<file path="config.mk">
export PLATFORM = sky130hd
export DESIGN_NAME = rscs_top
export DESIGN_NICKNAME = d
export VERILOG_FILES = /design/src/rscs_pkg.sv /design/src/rscs_wdog_if.sv /design/src/rscs_wdog_seq.sv /design/src/rscs_top.sv
export SDC_FILE = /design/constraint.sdc
export NUM_CORES = 1
export LEC_CHECK = 0
export ABC_CLOCK_PERIOD_IN_PS = 3600
export BUFFER_PORTS_ARGS = -buffer_cell sky130_fd_sc_hd__buf_4
export CAP_MARGIN = 40
export CORE_ASPECT_RATIO = 1.25
export CORE_UTILIZATION = 30
export DETAILED_ROUTE_END_ITERATION = 8
export SYNTH_ARGS = -nofsm -noshare
export SYNTH_HDL_FRONTEND = slang
export SYNTH_HIERARCHICAL = 1
export SYNTH_SLANG_ARGS = --single-unit
</file>
<file path="constraint.sdc">
create_clock -name core_clk -period 3.6 [get_ports core_clk]
set_clock_uncertainty 0.05 [all_clocks]
set_input_delay 0.36 -clock core_clk [delete_from_list [all_inputs] [get_ports core_clk]]
set_output_delay 0.36 -clock core_clk [all_outputs]
set_load 0.02 [all_outputs]
</file>
<file path="src/rscs_pkg.sv">
// shared constants and types for the reset cause status block
package rscs_pkg;
  // register data width
  localparam int unsigned RSCS_DW = 8;
  // watchdog service keys and the fixed read value of the force register
  localparam logic [RSCS_DW-1:0] RSCS_KEY_ARM   = 8'h55;
  localparam logic [RSCS_DW-1:0] RSCS_KEY_FIRE  = 8'hAA;
  localparam logic [RSCS_DW-1:0] RSCS_READ_ZERO = 8'h00;
  localparam logic [RSCS_DW-1:0] RSCS_ALL_CLEAR = 8'h00;
  // status field positions
  localparam int unsigned RSCS_BIT_POR  = 7;
  localparam int unsigned RSCS_BIT_PIN  = 6;
  localparam int unsigned RSCS_BIT_WDOG = 5;
  localparam int unsigned RSCS_BIT_ILLEGAL_OPCODE_FLAG = 4;
  localparam int unsigned RSCS_BIT_ILLEGAL_ADDRESS_FLAG = 3;
  localparam int unsigned RSCS_BIT_RSV2 = 2;
  localparam int unsigned RSCS_BIT_LVD  = 1;
  localparam int unsigned RSCS_BIT_RSV0 = 0;
  // force_reset_bit position in debug_forced_reset
  localparam int unsigned RSCS_BIT_FORCE = 0;
  // register select codes on the register port
  localparam logic RSCS_SEL_STATUS = 1'b0;
  localparam logic RSCS_SEL_FORCE  = 1'b1;
  // watchdog key sequencer states
  typedef enum logic {
    RSCS_SEQ_IDLE  = 1'b0,
    RSCS_SEQ_ARMED = 1'b1
  } rscs_seq_e;
  // internal reset sources frozen at reset entry
  typedef struct packed {
    logic forced;
    logic low_voltage_reset;
    logic wdog;
    logic illegal_opcode_flag;
    logic illegal_address_flag;
  } rscs_cause_s;
  localparam rscs_cause_s RSCS_CAUSE_NONE = '0;
endpackage

</file>
<file path="src/rscs_wdog_if.sv">
// link between the status register and the watchdog key sequencer
`timescale 1ns/1ns
interface rscs_wdog_if;
  import rscs_pkg::*;
  logic               wrStb;
  logic [RSCS_DW-1:0] wrData;
  logic               serviced;
  logic               badWrite;
  modport owner (output wrStb, output wrData,
                 input serviced, input badWrite);
  modport seqr  (input wrStb, input wrData,
                 output serviced, output badWrite);
endinterface

</file>
<file path="src/rscs_wdog_seq.sv">
// watchdog key sequencer for writes to the status address
`timescale 1ns/1ns
module rscs_wdog_seq
  import rscs_pkg::*;
(
  // clock and reset
  input  wire logic   core_clk,
  input  wire logic   rst_n,
  // status address writes in, service and fault out
  rscs_wdog_if.seqr   wd
);

  rscs_seq_e stateQ_q;
  rscs_seq_e stateQ_d;

  // any key other than the two restarts the sequence; a lone fire key
  // neither services nor faults
  always_comb begin
    stateQ_d    = stateQ_q;
    wd.serviced = 1'b0;
    wd.badWrite = 1'b0;
    if (wd.wrStb) begin
      if (wd.wrData == RSCS_KEY_ARM) begin
        stateQ_d = RSCS_SEQ_ARMED;
      end else if (wd.wrData == RSCS_KEY_FIRE) begin
        wd.serviced = (stateQ_q == RSCS_SEQ_ARMED);
        stateQ_d    = RSCS_SEQ_IDLE;
      end else begin
        wd.badWrite = 1'b1;
        stateQ_d    = RSCS_SEQ_IDLE;
      end
    end
  end

  // sequencer state
  always_ff @(posedge core_clk or negedge rst_n) begin
    if (!rst_n) begin
      stateQ_q <= RSCS_SEQ_IDLE;
    end else begin
      stateQ_q <= stateQ_d;
    end
  end
endmodule

</file>
<file path="src/rscs_top.sv">
// reset cause status register with debug forced reset
//
// Contract
// - status flags record the last reset cause
// - debug forced reset leaves all flags clear
// - enabled watchdog: other key values cause reset
// - key pair restarts watchdog, status unchanged
// - power-on sets bits 7 and 1 only
// - low-voltage sets bit 1, keeps bit 7
// - other resets: bits 6..3 follow active sources
// - bit 6 marks external pin reset
// - bit 5 marks watchdog; disabled means none
// - bit 4 marks illegal opcode, gated instructions
// - bit 3 marks illegal address access
// - processor writes to force register ignored
// - force register always reads zero
// - debug write of force bit resets device
// - low supply resets only when enabled
`timescale 1ns/1ns
module rscs_top
  import rscs_pkg::*;
(
  // clock and reset (rst_n is asserted by every reset source)
  input  wire logic               core_clk,
  input  wire logic               rst_n,
  // processor register port
  input  wire logic               cpuSel,
  input  wire logic               cpuWrEn,
  input  wire logic               cpuRdEn,
  input  wire logic [RSCS_DW-1:0] cpuWrData,
  output logic      [RSCS_DW-1:0] cpuRdData,
  // background debug write port
  input  wire logic               bgdWrEn,
  input  wire logic               bgdSel,
  input  wire logic [RSCS_DW-1:0] bgdWrData,
  // external reset causes, held by the reset controller until release
  input  wire logic               porEntry,
  input  wire logic               extPinRstEntry,
  // internal reset sources
  input  wire logic               wdogTimeout,
  input  wire logic               illegalOpcode,
  input  wire logic               stopInstr,
  input  wire logic               bgndInstr,
  input  wire logic               illegalAddr,
  input  wire logic               lowSupply,
  // configuration
  input  wire logic               watchdogEnable,
  input  wire logic               stopPermit,
  input  wire logic               backgroundModePermit,
  input  wire logic               lowVoltageResetEnable,
  // to reset controller and watchdog counter
  output logic                    resetReq,
  output logic                    wdogClear
);

  rscs_wdog_if wd ();

  rscs_wdog_seq u_seq (
    .core_clk (core_clk),
    .rst_n    (rst_n),
    .wd       (wd)
  );

  logic               capPend_q;
  logic               resetReq_q;
  logic               resetReq_d;
  logic               wdogClear_q;
  logic               wdogClear_d;
  logic [RSCS_DW-1:0] rdData_q;
  logic [RSCS_DW-1:0] rdData_d;
  logic [RSCS_DW-1:0] status_q;
  logic [RSCS_DW-1:0] status_d;
  rscs_cause_s        snap_q;
  rscs_cause_s        snap_d;
  rscs_cause_s        srcNow;

  // only status address writes reach the key sequencer
  assign wd.wrStb  = cpuWrEn && (cpuSel == RSCS_SEL_STATUS);
  assign wd.wrData = cpuWrData;

  // live reset sources; the force register has no processor write path
  always_comb begin
    srcNow        = RSCS_CAUSE_NONE;
    srcNow.forced = bgdWrEn && (bgdSel == RSCS_SEL_FORCE)
                    && bgdWrData[RSCS_BIT_FORCE];
    srcNow.wdog   = watchdogEnable
                    && (wdogTimeout || wd.badWrite);
    srcNow.illegal_opcode_flag   = illegalOpcode
                    || (stopInstr && !stopPermit)
                    || (bgndInstr && !backgroundModePermit);
    srcNow.illegal_address_flag   = illegalAddr;
    srcNow.low_voltage_reset    = lowSupply && lowVoltageResetEnable;
  end

  // request reset on the first source and freeze the cause snapshot;
  // the request stays up until rst_n drops it; the snapshot must not
  // reload while rst_n is low or the cause is lost before capture
  always_comb begin
    resetReq_d = resetReq_q;
    snap_d     = snap_q;
    if (!resetReq_q) begin
      if (rst_n) begin
        snap_d = srcNow;
      end
      if (srcNow != RSCS_CAUSE_NONE) begin
        resetReq_d = 1'b1;
      end
    end
  end

  // status is loaded at every edge while rst_n is low, and last at the first edge after reset release
  always_comb begin
    status_d = status_q;
    if (capPend_q) begin
      status_d = RSCS_ALL_CLEAR;
      if (porEntry) begin
        status_d[RSCS_BIT_POR] = 1'b1;
        status_d[RSCS_BIT_LVD] = 1'b1;
      end else if (snap_q.low_voltage_reset) begin
        status_d[RSCS_BIT_POR] = status_q[RSCS_BIT_POR];
        status_d[RSCS_BIT_LVD] = 1'b1;
      end else if (!snap_q.forced) begin
        status_d[RSCS_BIT_PIN]  = extPinRstEntry;
        status_d[RSCS_BIT_WDOG] = snap_q.wdog;
        status_d[RSCS_BIT_ILLEGAL_OPCODE_FLAG] = snap_q.illegal_opcode_flag;
        status_d[RSCS_BIT_ILLEGAL_ADDRESS_FLAG] = snap_q.illegal_address_flag;
      end
    end
  end

  // read data and watchdog restart strobe
  always_comb begin
    rdData_d    = RSCS_READ_ZERO;
    wdogClear_d = wd.serviced;
    if (cpuRdEn && cpuSel == RSCS_SEL_STATUS) begin
      rdData_d = status_q;
    end
    // force register reads fall through to zero
  end

  // control state with reset
  always_ff @(posedge core_clk or negedge rst_n) begin
    if (!rst_n) begin
      capPend_q   <= 1'b1;
      resetReq_q  <= 1'b0;
      wdogClear_q <= 1'b0;
      rdData_q    <= RSCS_READ_ZERO;
    end else begin
      capPend_q   <= 1'b0;
      resetReq_q  <= resetReq_d;
      wdogClear_q <= wdogClear_d;
      rdData_q    <= rdData_d;
    end
  end

  // cause state must survive reset, so it carries none; the snapshot
  // stays frozen while rst_n is held low
  always_ff @(posedge core_clk) begin
    status_q <= status_d;
    snap_q   <= snap_d;
  end

  assign cpuRdData = rdData_q;
  assign resetReq  = resetReq_q;
  assign wdogClear = wdogClear_q;
endmodule

</file>
==> key figures <==
Logic synthesis
  • Sequential fraction of the synthesis area: about two thirds
  • Post-Synthesis Mean Instance Area: 14.1 um2
  • Number of different library cells in the post-synthesis netlist: 23
  • Combined area of all synthesized cells: 862 um2
  • Top flip-flop cell by instance count after synthesis: sky130_fd_sc_hd__edfxtp_1
  • Post-synthesis async set-or-reset flop share: 47.6%
  • Flop and latch count out of synthesis: 21
  • EDFF count, synth: 11
  • Number of instances in the synthesized netlist: 61
  • Count of synthesis-stage warnings from yosys: 6

STA
  • Setup slack after layout: 2.03 ns
  • Worst hold slack: 0.200 ns
  • Final period utilization: between 40% and 50%
  • Number of failing setup endpoints in the final timing report: 0
  • Slew Limit Fails: 0
  • Setup TNS after final layout: 0 ns
  • Highest achievable clock rate: about 0.64 GHz
  • Final Hold Viols: 0
  • Setup repair after global routing missed its margin: false
  • Post-layout minimum cycle time: between 1.5 and 2 ns

Place
  • Count of placed standard cells including taps: 130
  • Port buffer count: 35
  • Minimum setup slack after placement: about 1.7 ns
  • Weighted congestion at the end of routability-driven global placement: roughly 0.70
  • Post-DP HPWL: approximately 1100 um

CTS
  • CTS buffer count: 3
  • Clock latency of the later-clocked register in the worst-skew pair: between 0.2 and 0.3 ns
  • TritonCTS clock tree: built
  • Sinks on Clock Net: 21
  • Number of post-CTS setup repair buffers: 0
  • CTS Buffer Depth: 2
  • Number of levels the H-tree was split into: 1
  • Clock tree root buffer cell: sky130_fd_sc_hd__clkbuf_4
  • Register clock-pin slew on the reported worst setup and hold paths: ~0.1 ns

Min path
  • Critical hold path startpoint: illegalAddr
  • Cell count of the worst hold path: 1
  • Path category of the worst min-delay check: primary input to flip-flop

Detailed routing
  • Post-detailed-route count of antenna-violating nets: 0
  • Avg WL per Cell: roughly 10 um
  • Post-route DRC: 0
  • Number of detailed-routing iterations run before antenna repair: 4
  • Number of vias in the routed layout: 570
  • Detailed-route vias per instance: around 4.2
  • Routed Wire Length: 1360 um
  • Violation count after the first detailed-route iteration: 4

Worst setup path
  • Required arrival time at the worst endpoint: 3.51 ns
  • Critical path type: primary input to flip-flop
  • Total stage count of the critical path: 3
  • Startpoint type of the worst setup path: primary input
  • Cell type of the slowest stage on the worst timing path: sky130_fd_sc_hd__dlygate4sd3_1
  • Depth of the worst register-to-register path: 2
  • Critical path's largest stage delay: 0.53 ns
  • Kind of end point of the critical path: flip-flop
  • Setup crit start: rst_n
  • Crit-path leading delay family: buffers and inverters
  • Largest fanout on the critical path: 11
  • Worst flop-to-flop path startpoint: resetReq$_DFF_PN0_
  • Worst path arrival time: 1.48 ns
  • Number of buffer and inverter instances along the worst setup path: 2
  • Cell Chain, Critical Path: dlygate4sd3_1, buf_4, nor2b_1

GRT
  • First-pass GRT wire length: approximately 2300 um
  • Vias in the first global route: 624
  • GRT Overall Usage: around a tenth
  • Largest net degree at the start of global routing: 12
  • Global route overflow: 0
  • Initial antenna violation count: 0

Floorplan
  • Die width: between 40 and 50 um
  • Core footprint: 2710 um2
  • Total I/O pin count: 45
  • Die boundary height: between 60 and 70 um
  • Effective utilization at floorplan: 31.9%
  • Core Rows: 21
  • Die Area: just over 3000 um2

Cells and area
  • Proportion of layout cells with a drive suffix above 1: a little over two fifths
  • Area growth from synthesis to final layout: 38.8%
  • Diode count: 0
  • Filler-free cell count of the finished design: 135
  • Leading cell type in the layout, fill and taps excluded: sky130_fd_sc_hd__buf_4
  • Leading cell types in the layout, fill and taps excluded: sky130_fd_sc_hd__buf_4 (35), sky130_fd_sc_hd__and2_1 (11), sky130_fd_sc_hd__edfxtp_1 (11)
  • # fillers: 260
  • Register area: around 580 um2
  • Area taken by multi-input logic gates: 254 um2
  • Final net count: approximately 140

Run status
  • Outcome: complete, no violations

Power and ir drop
  • Worst-case vdd ir drop: 0.000175 V
  • Static power due to leakage: about 0.00055 uW
  • Ratio of total power to cell area: around 350 nW/um2

Run
  • Maximum capacitance violations: 0
## path summary, 6_finish.rpt
| path | endpoint | slack [ns] |
|---|---|---|
| worst max-delay path | snap_q[0]$_DFFE_PP_ | 2.03 |
| worst min-delay path | snap_q[0]$_DFFE_PP_ | 0.20 |
| worst max register to register | resetReq$_DFF_PN0_ | 2.28 |
| worst min register to register | cpuRdData[3]$_DFF_PN0_ | 0.40 |
| max in group asynchronous | capPend_q$_DFF_PN1_ | 2.90 |
| min in group asynchronous | cpuRdData[4]$_DFF_PN0_ | 0.38 |
## repair_timing
action / in CTS / in global routing
hold buffers: 1 / 0
endpoints found under the hold margin: 9 / 0
gates resized for setup: 0 / 0
## state kept, by name, summed over array words and instances, names as in the netlist
register	cells
capPend_q	1
cpuRdData	6
resetReq	1
snap_q	5
status_q	6
u_seq/stateQ_q	1
wdogClear	1
## layer usage
metal / track usage, % / wire length (um) / vias up
li1: - / - / 288
met1: 8.63 / 480 / 259
met2: 22.2 / 813 / 23
met3: 2.19 / 68 / 0
met4: 4.90 / 0 / 0
met5: 0 / 0 / -
## power by group
part | switching, uW | internal, uW | leakage [uW] | total (uW)
registers | 2.00 | 259 | 0.000233 | 261
clock network | 63.9 | 43.1 | 0.0000150 | 107
logic | 17.2 | 28.0 | 0.000302 | 45.2
total | 83.1 | 330 | 0.000551 | 413
## metrics by stage
| stage | total power (uW) | util, % | area, um2 |
|---|---|---|---|
| 6_report | 413 | 44.2 | 1200 |
| 2_1_floorplan | 282 | - | 870 |
| 4_1_cts | 424 | 44.2 | 1200 |
| 3_3_place_gp | 309 | 42.9 | 1160 |
| 3_5_place_dp | 311 | 42.9 | 1160 |
| 5_1_grt | 437 | 44.2 | 1200 |
## cell usage after synthesis, types with 2 or more instances
cell type,instances,area share [%]
sky130_fd_sc_hd__and2_1,11,8.0
sky130_fd_sc_hd__edfxtp_1,11,38
sky130_fd_sc_hd__dfrtp_1,9,26
sky130_fd_sc_hd__inv_1,5,2.2
sky130_fd_sc_hd__and4bb_1,3,4.4
sky130_fd_sc_hd__nor2b_1,3,2.2
sky130_fd_sc_hd__and3_1,2,1.5
sky130_fd_sc_hd__buf_4,2,1.7
## logic make-up (layout without fill, tap and decap cells)
logic type | Yosys count | in the layout | synth area share (%)
flops | 21 | 21 | 67.5
buf+inv | 7 | 45 | 3.92
compound gates | 4 | 4 | 3.48
simple gates | 28 | 28 | 24.7
other cells | 1 | 3 | 0.435
## final cells by class
| type | count | share of cell area [%] |
|---|---|---|
| inverter | 5 | 1.57 |
| multi-input combinational | 35 | 21.2 |
| timing repair buffer | 36 | 22.8 |
| tap | 34 | 3.56 |
| sequential | 21 | 48.6 |
| clock buffer | 4 | 2.20 |
(Power assumes the default switching activity.)
